`src/design/mite_core_map.vh`:
```
`ifndef MITE_CORE_MAP_VH
`define MITE_CORE_MAP_VH

// System clocks per instruction cycle
`define MITE_CLKS_PER_ICYCLE 4
// Instruction word fields
`define MITE_OP_MSB 15
`define MITE_OP_LSB 11
`define MITE_BIT_MSB 10
`define MITE_BIT_LSB 8
`define MITE_ARG_MSB 7
`define MITE_ARG_LSB 0
// Data memory address that maps onto pc_low_byte
`define MITE_PCL_ADDR 8'h02
// Reset values
`define MITE_PC_RST 8'h00
`define MITE_ACC_RST 8'h00
// Opcodes
`define MITE_OP_NOP 5'h00
`define MITE_OP_MOV_A_M 5'h01
`define MITE_OP_MOV_M_A 5'h02
`define MITE_OP_MOV_A_X 5'h03
`define MITE_OP_ADD_M 5'h04
`define MITE_OP_ADD_X 5'h05
`define MITE_OP_SUB_M 5'h06
`define MITE_OP_SUB_X 5'h07
`define MITE_OP_ADC_M 5'h08
`define MITE_OP_SBC_M 5'h09
`define MITE_OP_AND_M 5'h0A
`define MITE_OP_OR_M 5'h0B
`define MITE_OP_XOR_M 5'h0C
`define MITE_OP_CPL 5'h0D
`define MITE_OP_CPLA 5'h0E
`define MITE_OP_INC 5'h0F
`define MITE_OP_INCREMENT_TO_ACC 5'h10
`define MITE_OP_DEC 5'h11
`define MITE_OP_DECREMENT_TO_ACC 5'h12
`define MITE_OP_RR 5'h13
`define MITE_OP_RL 5'h14
`define MITE_OP_RRC 5'h15
`define MITE_OP_RLC 5'h16
`define MITE_OP_SETB 5'h17
`define MITE_OP_CLRB 5'h18
`define MITE_OP_SZ 5'h19
`define MITE_OP_SZB 5'h1A
`define MITE_OP_SNZB 5'h1B
`define MITE_OP_JMP 5'h1C
`define MITE_OP_CALL 5'h1D
`define MITE_OP_RET 5'h1E
`define MITE_OP_MISC 5'h1F
// Sub-codes of the misc opcode, carried in the bit field
`define MITE_SUB_INTERRUPT_RETURN 3'h0
`define MITE_SUB_HALT 3'h1
`define MITE_SUB_TABRD 3'h2

`endif

```
`src/design/mite_core.v`:
```
// Function
// [RULE1] Instruction cycle is four system clocks
// [RULE2] Branch, call, table read take two cycles
// [RULE3] Jump, call, return, interrupt return add cycle
// [RULE4] Writing pc_low_byte jumps, costs extra cycle
// [RULE5] Taken skip costs extra cycle, else one
// [RULE6] Conditional tests byte or bit, may skip
// [RULE7] Add carries above 255, subtract borrows below 0
// [RULE8] Increment or decrement by exactly one
// [RULE9] Logic ops set zero on zero result
// [RULE10] Rotates shift one bit, carry variants through carry
// [RULE11] Bit set/clear changes only chosen bit
// [RULE12] Return resumes after call; jump saves nothing
// [RULE13] Data moves through accumulator, three move forms
// [RULE14] Halt instruction enters power-down
// [RULE15] Other instructions just advance program counter
`timescale 1ns/1ps
`default_nettype none
`include "mite_core_map.vh"

module mite_core
#(
   parameter STACK_DEPTH = 4,
   parameter SP_W = 2
)
(
   // Clock and reset
   input wire core_clk_in,
   input wire rst_in,
   // Program memory, one-clock read latency
   output reg [7:0] prog_addr_out,
   input wire [15:0] prog_data_in,
   // Data memory, combinational read, no latency
   output reg [7:0] dm_addr_out,
   input wire [7:0] dm_rdata_in,
   output reg [7:0] dm_wdata_out,
   output reg dm_we_out,
   // Wake pin for leaving power-down
   input wire wake_in,
   // Core status
   output reg [7:0] acc_out,
   output reg carry_out,
   output reg zero_out,
   output reg halted_out,
   output reg retire_out
);

   // One-hot phases of an instruction cycle
   localparam PH_FETCH = 4'b0001;
   localparam PH_DECODE = 4'b0010;
   localparam PH_READ = 4'b0100;
   localparam PH_EXEC = 4'b1000;

   reg [3:0] phase_reg; // Current phase
   reg [7:0] pc_reg; // Program counter (pc_low_byte)
   reg [15:0] instr_reg; // Latched instruction
   reg [7:0] oper_reg; // Latched data operand
   reg extra_reg; // Next cycle is the added one
   reg tabrd_reg; // Added cycle serves a table read
   reg [7:0] stack_mem [0:STACK_DEPTH-1]; // Return addresses
   reg [SP_W-1:0] sp_reg; // Stack pointer
   reg wake_meta_reg; // Wake synchroniser, first stage
   reg wake_sync_reg; // Wake synchroniser, second stage

   // Instruction fields
   wire [4:0] op;
   wire [2:0] bsel;
   wire [7:0] arg;
   assign op = instr_reg[`MITE_OP_MSB:`MITE_OP_LSB];
   assign bsel = instr_reg[`MITE_BIT_MSB:`MITE_BIT_LSB];
   assign arg = instr_reg[`MITE_ARG_MSB:`MITE_ARG_LSB];

   // ALU results
   wire [7:0] alu_res;
   wire alu_c;
   wire alu_c_upd;
   wire alu_z_upd;

   mite_alu u_alu
   (
      .op_in(op),
      .bit_in(bsel),
      .acc_in(acc_out),
      .mem_in(oper_reg),
      .imm_in(arg),
      .carry_in(carry_out),
      .res_out(alu_res),
      .carry_new_out(alu_c),
      .carry_upd_out(alu_c_upd),
      .zero_upd_out(alu_z_upd)
   );

   // Result goes to accumulator, or back to memory
   reg to_acc;
   reg to_mem;
   always @*
   begin
      to_acc = 1'b0;
      to_mem = 1'b0;
      case (op)
         `MITE_OP_MOV_A_M, `MITE_OP_MOV_A_X, `MITE_OP_ADD_M,
         `MITE_OP_ADD_X, `MITE_OP_SUB_M, `MITE_OP_SUB_X,
         `MITE_OP_ADC_M, `MITE_OP_SBC_M, `MITE_OP_AND_M,
         `MITE_OP_OR_M, `MITE_OP_XOR_M, `MITE_OP_CPLA,
         `MITE_OP_INCREMENT_TO_ACC, `MITE_OP_DECREMENT_TO_ACC:
            to_acc = 1'b1; // [RULE13]
         `MITE_OP_MOV_M_A, `MITE_OP_CPL, `MITE_OP_INC,
         `MITE_OP_DEC, `MITE_OP_SETB, `MITE_OP_CLRB:
            to_mem = 1'b1; // [RULE11]
         `MITE_OP_RR, `MITE_OP_RL, `MITE_OP_RRC, `MITE_OP_RLC:
         begin
            // Bit field bit 0 picks accumulator as target
            to_acc = bsel[0];
            to_mem = ~bsel[0];
         end
         default:
         begin
            to_acc = 1'b0;
            to_mem = 1'b0;
         end
      endcase
   end

   // Skip decision for conditional instructions
   reg skip_take;
   always @*
   begin
      case (op)
         `MITE_OP_SZ: skip_take = (oper_reg == 8'h00); // [RULE6]
         `MITE_OP_SZB: skip_take = ~oper_reg[bsel]; // [RULE6]
         `MITE_OP_SNZB: skip_take = oper_reg[bsel]; // [RULE6]
         default: skip_take = 1'b0;
      endcase
   end

   // Write targeting pc_low_byte turns into a jump
   wire pcl_write;
   assign pcl_write = to_mem & (arg == `MITE_PCL_ADDR);

   wire [7:0] pc_inc;
   wire [7:0] pc_skip;
   wire [SP_W-1:0] sp_dec;
   assign pc_inc = pc_reg + 8'h01;
   assign pc_skip = pc_reg + 8'h02;
   assign sp_dec = sp_reg - {{(SP_W-1){1'b0}}, 1'b1};

   // Wake pin synchroniser
   always @(posedge core_clk_in)
   begin
      if (rst_in)
      begin
         wake_meta_reg <= 1'b0;
         wake_sync_reg <= 1'b0;
      end
      else
      begin
         wake_meta_reg <= wake_in;
         wake_sync_reg <= wake_meta_reg;
      end
   end

   // Return stack storage
   always @(posedge core_clk_in)
   begin
      if (phase_reg == PH_EXEC && !extra_reg && !halted_out &&
          op == `MITE_OP_CALL)
         stack_mem[sp_reg] <= pc_inc; // [RULE12]
   end

   // Four-phase sequencer and execution
   always @(posedge core_clk_in)
   begin
      if (rst_in)
      begin
         phase_reg <= PH_FETCH;
         pc_reg <= `MITE_PC_RST;
         instr_reg <= 16'h0000;
         oper_reg <= 8'h00;
         extra_reg <= 1'b0;
         tabrd_reg <= 1'b0;
         sp_reg <= {SP_W{1'b0}};
         prog_addr_out <= `MITE_PC_RST;
         dm_addr_out <= 8'h00;
         dm_wdata_out <= 8'h00;
         dm_we_out <= 1'b0;
         acc_out <= `MITE_ACC_RST;
         carry_out <= 1'b0;
         zero_out <= 1'b0;
         halted_out <= 1'b0;
         retire_out <= 1'b0;
      end
      else if (halted_out)
      begin
         // Power-down: sequencer frozen until wake
         dm_we_out <= 1'b0;
         retire_out <= 1'b0;
         if (wake_sync_reg)
            halted_out <= 1'b0; // [RULE14]
      end
      else
      begin
         dm_we_out <= 1'b0;
         retire_out <= 1'b0;
         case (phase_reg)
            PH_FETCH:
               phase_reg <= PH_DECODE; // [RULE1]
            PH_DECODE:
            begin
               phase_reg <= PH_READ; // [RULE1]
               if (extra_reg && tabrd_reg)
                  dm_wdata_out <= prog_data_in[7:0]; // Table low byte
               else if (!extra_reg)
               begin
                  instr_reg <= prog_data_in;
                  dm_addr_out <= prog_data_in[`MITE_ARG_MSB:`MITE_ARG_LSB];
               end
            end
            PH_READ:
            begin
               phase_reg <= PH_EXEC; // [RULE1]
               // pc_low_byte reads back the program counter
               if (dm_addr_out == `MITE_PCL_ADDR)
                  oper_reg <= pc_reg;
               else
                  oper_reg <= dm_rdata_in;
            end
            PH_EXEC:
            begin
               phase_reg <= PH_FETCH; // [RULE1]
               if (extra_reg)
               begin
                  // Added cycle: no new instruction executes
                  extra_reg <= 1'b0;
                  tabrd_reg <= 1'b0;
                  dm_we_out <= tabrd_reg; // [RULE2]
                  prog_addr_out <= pc_reg;
                  retire_out <= 1'b1;
               end
               else
               begin
                  // Accumulator and flag update
                  if (to_acc)
                     acc_out <= alu_res; // [RULE13]
                  if (alu_c_upd)
                     carry_out <= alu_c; // [RULE7]
                  if (alu_z_upd)
                     zero_out <= (alu_res == 8'h00); // [RULE9]
                  // Memory write, except into pc_low_byte
                  if (to_mem && !pcl_write)
                  begin
                     dm_wdata_out <= alu_res; // [RULE11]
                     dm_we_out <= 1'b1;
                  end
                  // Program flow
                  if (pcl_write)
                  begin
                     pc_reg <= alu_res; // [RULE4]
                     prog_addr_out <= alu_res;
                     extra_reg <= 1'b1;
                  end
                  else if (op == `MITE_OP_JMP)
                  begin
                     pc_reg <= arg; // [RULE12]
                     prog_addr_out <= arg;
                     extra_reg <= 1'b1; // [RULE3]
                  end
                  else if (op == `MITE_OP_CALL)
                  begin
                     sp_reg <= sp_reg + {{(SP_W-1){1'b0}}, 1'b1};
                     pc_reg <= arg;
                     prog_addr_out <= arg;
                     extra_reg <= 1'b1; // [RULE3]
                  end
                  else if (op == `MITE_OP_RET ||
                           (op == `MITE_OP_MISC &&
                            bsel == `MITE_SUB_INTERRUPT_RETURN))
                  begin
                     sp_reg <= sp_dec;
                     pc_reg <= stack_mem[sp_dec]; // [RULE12]
                     prog_addr_out <= stack_mem[sp_dec];
                     extra_reg <= 1'b1; // [RULE3]
                  end
                  else if (op == `MITE_OP_MISC &&
                           bsel == `MITE_SUB_TABRD)
                  begin
                     // Added cycle fetches table word at acc
                     pc_reg <= pc_inc;
                     prog_addr_out <= acc_out;
                     extra_reg <= 1'b1; // [RULE2]
                     tabrd_reg <= 1'b1;
                  end
                  else if (skip_take)
                  begin
                     pc_reg <= pc_skip; // [RULE6]
                     prog_addr_out <= pc_skip;
                     extra_reg <= 1'b1; // [RULE5]
                  end
                  else
                  begin
                     pc_reg <= pc_inc; // [RULE15]
                     prog_addr_out <= pc_inc;
                     retire_out <= 1'b1;
                     if (op == `MITE_OP_MISC && bsel == `MITE_SUB_HALT)
                        halted_out <= 1'b1; // [RULE14]
                  end
               end
            end
            default:
               phase_reg <= PH_FETCH;
         endcase
      end
   end

endmodule // mite_core
`default_nettype wire

```
`src/design/mite_alu.v`:
```
`timescale 1ns/1ps
`default_nettype none
`include "mite_core_map.vh"

module mite_alu
(
   // Operation select
   input wire [4:0] op_in,
   input wire [2:0] bit_in,
   // Operands
   input wire [7:0] acc_in,
   input wire [7:0] mem_in,
   input wire [7:0] imm_in,
   input wire carry_in,
   // Results
   output reg [7:0] res_out,
   output reg carry_new_out,
   output reg carry_upd_out,
   output reg zero_upd_out
);

   // Wide sum keeps the ninth bit for carry and borrow
   reg [8:0] wide;
   // Single-bit mask for set and clear
   wire [7:0] mask;
   assign mask = 8'h01 << bit_in;

   // Operation decode
   always @*
   begin
      wide = 9'h000;
      res_out = mem_in;
      carry_new_out = carry_in;
      carry_upd_out = 1'b0;
      zero_upd_out = 1'b0;
      case (op_in)
         `MITE_OP_MOV_A_M: res_out = mem_in; // [RULE13]
         `MITE_OP_MOV_M_A: res_out = acc_in; // [RULE13]
         `MITE_OP_MOV_A_X: res_out = imm_in; // [RULE13]
         `MITE_OP_ADD_M, `MITE_OP_ADD_X, `MITE_OP_ADC_M:
         begin
            // Carry out when sum passes 255
            wide = {1'b0, acc_in} +
               {1'b0, (op_in == `MITE_OP_ADD_X) ? imm_in : mem_in} +
               {8'h00, (op_in == `MITE_OP_ADC_M) & carry_in};
            res_out = wide[7:0];
            carry_new_out = wide[8]; // [RULE7]
            carry_upd_out = 1'b1;
            zero_upd_out = 1'b1;
         end
         `MITE_OP_SUB_M, `MITE_OP_SUB_X, `MITE_OP_SBC_M:
         begin
            // Borrow when difference drops below 0
            wide = {1'b0, acc_in} -
               {1'b0, (op_in == `MITE_OP_SUB_X) ? imm_in : mem_in} -
               {8'h00, (op_in == `MITE_OP_SBC_M) & carry_in};
            res_out = wide[7:0];
            carry_new_out = wide[8]; // [RULE7]
            carry_upd_out = 1'b1;
            zero_upd_out = 1'b1;
         end
         `MITE_OP_AND_M:
         begin
            res_out = acc_in & mem_in;
            zero_upd_out = 1'b1; // [RULE9]
         end
         `MITE_OP_OR_M:
         begin
            res_out = acc_in | mem_in;
            zero_upd_out = 1'b1; // [RULE9]
         end
         `MITE_OP_XOR_M:
         begin
            res_out = acc_in ^ mem_in;
            zero_upd_out = 1'b1; // [RULE9]
         end
         `MITE_OP_CPL, `MITE_OP_CPLA:
         begin
            res_out = ~mem_in;
            zero_upd_out = 1'b1; // [RULE9]
         end
         `MITE_OP_INC, `MITE_OP_INCREMENT_TO_ACC:
         begin
            res_out = mem_in + 8'h01; // [RULE8]
            zero_upd_out = 1'b1;
         end
         `MITE_OP_DEC, `MITE_OP_DECREMENT_TO_ACC:
         begin
            res_out = mem_in - 8'h01; // [RULE8]
            zero_upd_out = 1'b1;
         end
         `MITE_OP_RR: res_out = {mem_in[0], mem_in[7:1]}; // [RULE10]
         `MITE_OP_RL: res_out = {mem_in[6:0], mem_in[7]}; // [RULE10]
         `MITE_OP_RRC:
         begin
            // Bit 0 leaves through carry
            res_out = {carry_in, mem_in[7:1]}; // [RULE10]
            carry_new_out = mem_in[0];
            carry_upd_out = 1'b1;
         end
         `MITE_OP_RLC:
         begin
            // Bit 7 leaves through carry
            res_out = {mem_in[6:0], carry_in}; // [RULE10]
            carry_new_out = mem_in[7];
            carry_upd_out = 1'b1;
         end
         `MITE_OP_SETB: res_out = mem_in | mask; // [RULE11]
         `MITE_OP_CLRB: res_out = mem_in & ~mask; // [RULE11]
         default: res_out = mem_in;
      endcase
   end

endmodule // mite_alu
`default_nettype wire

```
`config.mk`:
```
export PLATFORM = sky130hd
export DESIGN_NAME = mite_core
export DESIGN_NICKNAME = d
export VERILOG_FILES = /design/src/design/mite_core.v /design/src/design/mite_alu.v
export VERILOG_INCLUDE_DIRS = /design/src /design/src/design
export SDC_FILE = /design/constraint.sdc
export NUM_CORES = 1
export LEC_CHECK = 0
export ABC_AREA = 1
export BUFFER_PORTS_ARGS = -buffer_cell sky130_fd_sc_hd__buf_2
export CAP_MARGIN = 20
export CORE_AREA = 2 2 129 131
export CTS_CLUSTER_SIZE = 12
export DETAILED_ROUTE_END_ITERATION = 12
export DIE_AREA = 0 0 131 133
export PLACE_DENSITY = 0.75
export SLEW_MARGIN = 20
export SYNTH_ARGS = -nofsm -noshare
export SYNTH_HDL_FRONTEND = slang
export SYNTH_SLANG_ARGS = --single-unit
```
`constraint.sdc`:
```
create_clock -name core_clk_in -period 4.3 [get_ports core_clk_in]
set_input_delay 0.86 -clock core_clk_in [delete_from_list [all_inputs] [get_ports core_clk_in]]
set_output_delay 0.86 -clock core_clk_in [all_outputs]
set_load 0.005 [all_outputs]
```
==> run metrics <==
Post-synth ARST share 0; Synth area leader dfxtp_1; Final Power 2.17 mW; Final nets around 1,300; H-tree levels 3; Main synth FF type dfxtp_1; starting density of the core 0.490; Cell Pwr Density 249 nW/um^2; critical path type reg -> reg; Antenna Cells 0; Final Instance Area a little under 9000 sq um; pin count of the biggest net entering global routing 41; later-pin clock latency in the skew report roughly 350 ps; CTS Hold Bufs 0; core footprint roughly 16,000 sq um; Worst Path Max Fanout 16; Clk network pwr share 0.367; post-synth top area share 0.179; vias in the first global route roughly 7,500; Net Sw Frac 0.303; Sequential Power Share 0.486; TritonCTS clock tree yes; via density per instance about 5.8; Worst setup SP type flip-flop; Num CTS Buffers 9; drt wl/cell between 20 and 25 microns; RSZ-0062 raised after global routing false; DPL Wire Length between 20 and 25 mm; min Tclk post-route ~3800 ps; Total Wirelength 30.0 mm; routed vias 8,643; Synth cell types between 40 and 50; setup_tns 0 ps; Post-Syn Instances between 1,000 and 1,500; Port Buffer Count 63; Setup Fix Bufs, Post-CTS 0; fmax 0.261 GHz; max reg flops 32; DRC 0; Hold WS slightly above 400 ps; Final Cycle Share 0.892; Fin. Hold Viols 0; Clock Skew 13.2 ps; initial antenna violation count 0; Die Y 133 microns; Worst Tran Pin Value around 1100 ps; Final Max Tran Viols 0; die width 131 microns; RD Place Congestion 1.06; HP Class reg -> reg; area occupied by multi-input gates between 4000 and 5000 sq um; CP required 4550 ps; cell row count 47; # setup viols final 0; mean area per synthesized cell 6.49 sq um; nature of the critical path endpoint flip-flop; Synthesized Nets approximately 1,300; Fillers about 1,700; Slew Limit Headroom 0.282; Post-CTS Resized 0; Gate power share 0.148; # clock sinks a little over 100; Root Driver clkbuf_16; Ys Warns 0; Post-synth EDFFs 32; clk slew on worst S/H paths ~70 ps; DRT antenna net count 0; Top Ports 64; Psw roughly 660 uW; status completed; first-pass GRT wire length approximately 45 mm; Max Cap Viol 0; clock buffer depth 2; sequential-to-total area share from yosys stat 0.301; register area between 2000 and 2500 sq um; grt total ovfl 0; area delta synth->final 9.84%; Total GRT Usage 0.345; total die area 17,400 sq um; WP data arrival 4090 ps; #FFs+latches synth slightly above 100; Synth area leaders dfxtp_1, nand2_1, edfxtp_1; Reg2Reg Setup Slack 460 ps; Post-DP Area ~8400 sq um; Starting DRT DRC Count roughly 1,100; Leak 4.06 nW; Cell Int Power around 1.5 mW; fraction of layout cells with a size suffix above 1 0.127; first drt pass iteration count 5; mapped cell area approximately 7900 sq um; worst IR drop on VDD approximately 0.23 mV
## cell usage in the layout (no fill, tap or decap), drive strengths merged, types with 2 or more instances in the layout
cell type	n
a211oi	3
a21oi	106
a22oi	8
a31oi	3
buf	79
clkbuf	11
clkinv	7
dfxtp	71
edfxtp	32
fa	5
ha	33
inv	155
nand2	298
nand3	74
nand3b	2
nand4	19
nor2	145
nor3	15
nor4	2
o211ai	10
o21ai	151
o22ai	12
or2	9
xor2	13
## path summary, 6_finish.rpt
kind / startpoint / end / depth (start not counted)
min: wake_meta_reg$_SDFF_PP0_ / wake_sync_reg$_SDFF_PP0_ / 2
min reg2reg: wake_meta_reg$_SDFF_PP0_ / wake_sync_reg$_SDFF_PP0_ / 2
max: instr_reg[12]$_SDFFE_PP0P_ / pc_reg[6]$_SDFFE_PP0P_ / 19
max reg2reg: instr_reg[12]$_SDFFE_PP0P_ / pc_reg[6]$_SDFFE_PP0P_ / 19
## layout make-up
class                           instances  area share
Clock inverter                          6     0.00618
Clock buffer                           10      0.0263
Inverter                              157      0.0679
Timing Repair Buffer                   80      0.0529
Tap cell                              220      0.0316
Multi-Input combinational cell        915       0.541
Sequential cell                       103       0.274
## worst max-delay path: stages (launching register included)
cell and delay [ps]:
dfxtp_1 480, nand2_2 240, inv_2 120, nand2_1 270, nand2_1 130, o21ai_0 120
fa_1 460, fa_1 440, inv_1 80, nand4_1 80, nand3_1 100, nand2_1 70
nand2_1 60, nor2_1 50, nor3_1 280, nand3_1 280, a21oi_1 240, nand3_1 100
nand2_1 70, inv_1 40
## stage by stage
stage	setup WS, ps	cells	utilization
after CTS	540	1490	0.537
after global routing	146	1491	0.538
final	464	1491	0.538
after detailed placement	567	1474	0.519
after floorplan	1040	1220	-
after global placement	666	1474	0.519
## layer usage
metal / up-vias / GRT usage / share of wire
li1: 4119 / - / -
met1: 3942 / 0.536 / 0.45
met2: 538 / 0.484 / 0.41
met3: 44 / 0.0643 / 0.11
met4: 0 / 0.0922 / 0.027
met5: - / 0 / 0
## cell families after synthesis
logic type	synth area share
xor+xnor	0.0155
compound gates	0.199
fa+ha+maj	0.0648
simple gates	0.315
flops	0.301
buf+inv	0.105
## cell usage after synthesis, types with 3 or more instances
master    number
nand4_1       19
fa_1           5
dfxtp_1       71
or2_2          9
nor2_1       128
o21ai_1        8
ha_1          33
nor2_2        10
xor2_1        13
a22oi_1        8
nand3_1       67
o211ai_1      10
edfxtp_1      32
a21oi_1      105
nand3_2        7
nand2_1      282
a31oi_1        3
a211oi_1       3
nor2_4         7
buf_6          3
inv_2         13
clkinv_1       3
o22ai_1       12
o21ai_0      142
nand2_4        4
buf_2         10
nor3_1        15
clkbuf_1      22
buf_4          9
nand2_2       12
inv_1        140
## power groups by stage
stage | registers [mW] | logic [mW] | clock network (mW)
after floorplan | 1.06 | 0.219 | 0
after global placement | 1.07 | 0.309 | 0
after detailed placement | 1.07 | 0.306 | 0
after CTS | 1.05 | 0.307 | 0.800
after global routing | 1.05 | 0.347 | 0.835
final | 1.05 | 0.320 | 0.794
No activity file was read; power rests on OpenSTA's default activity.
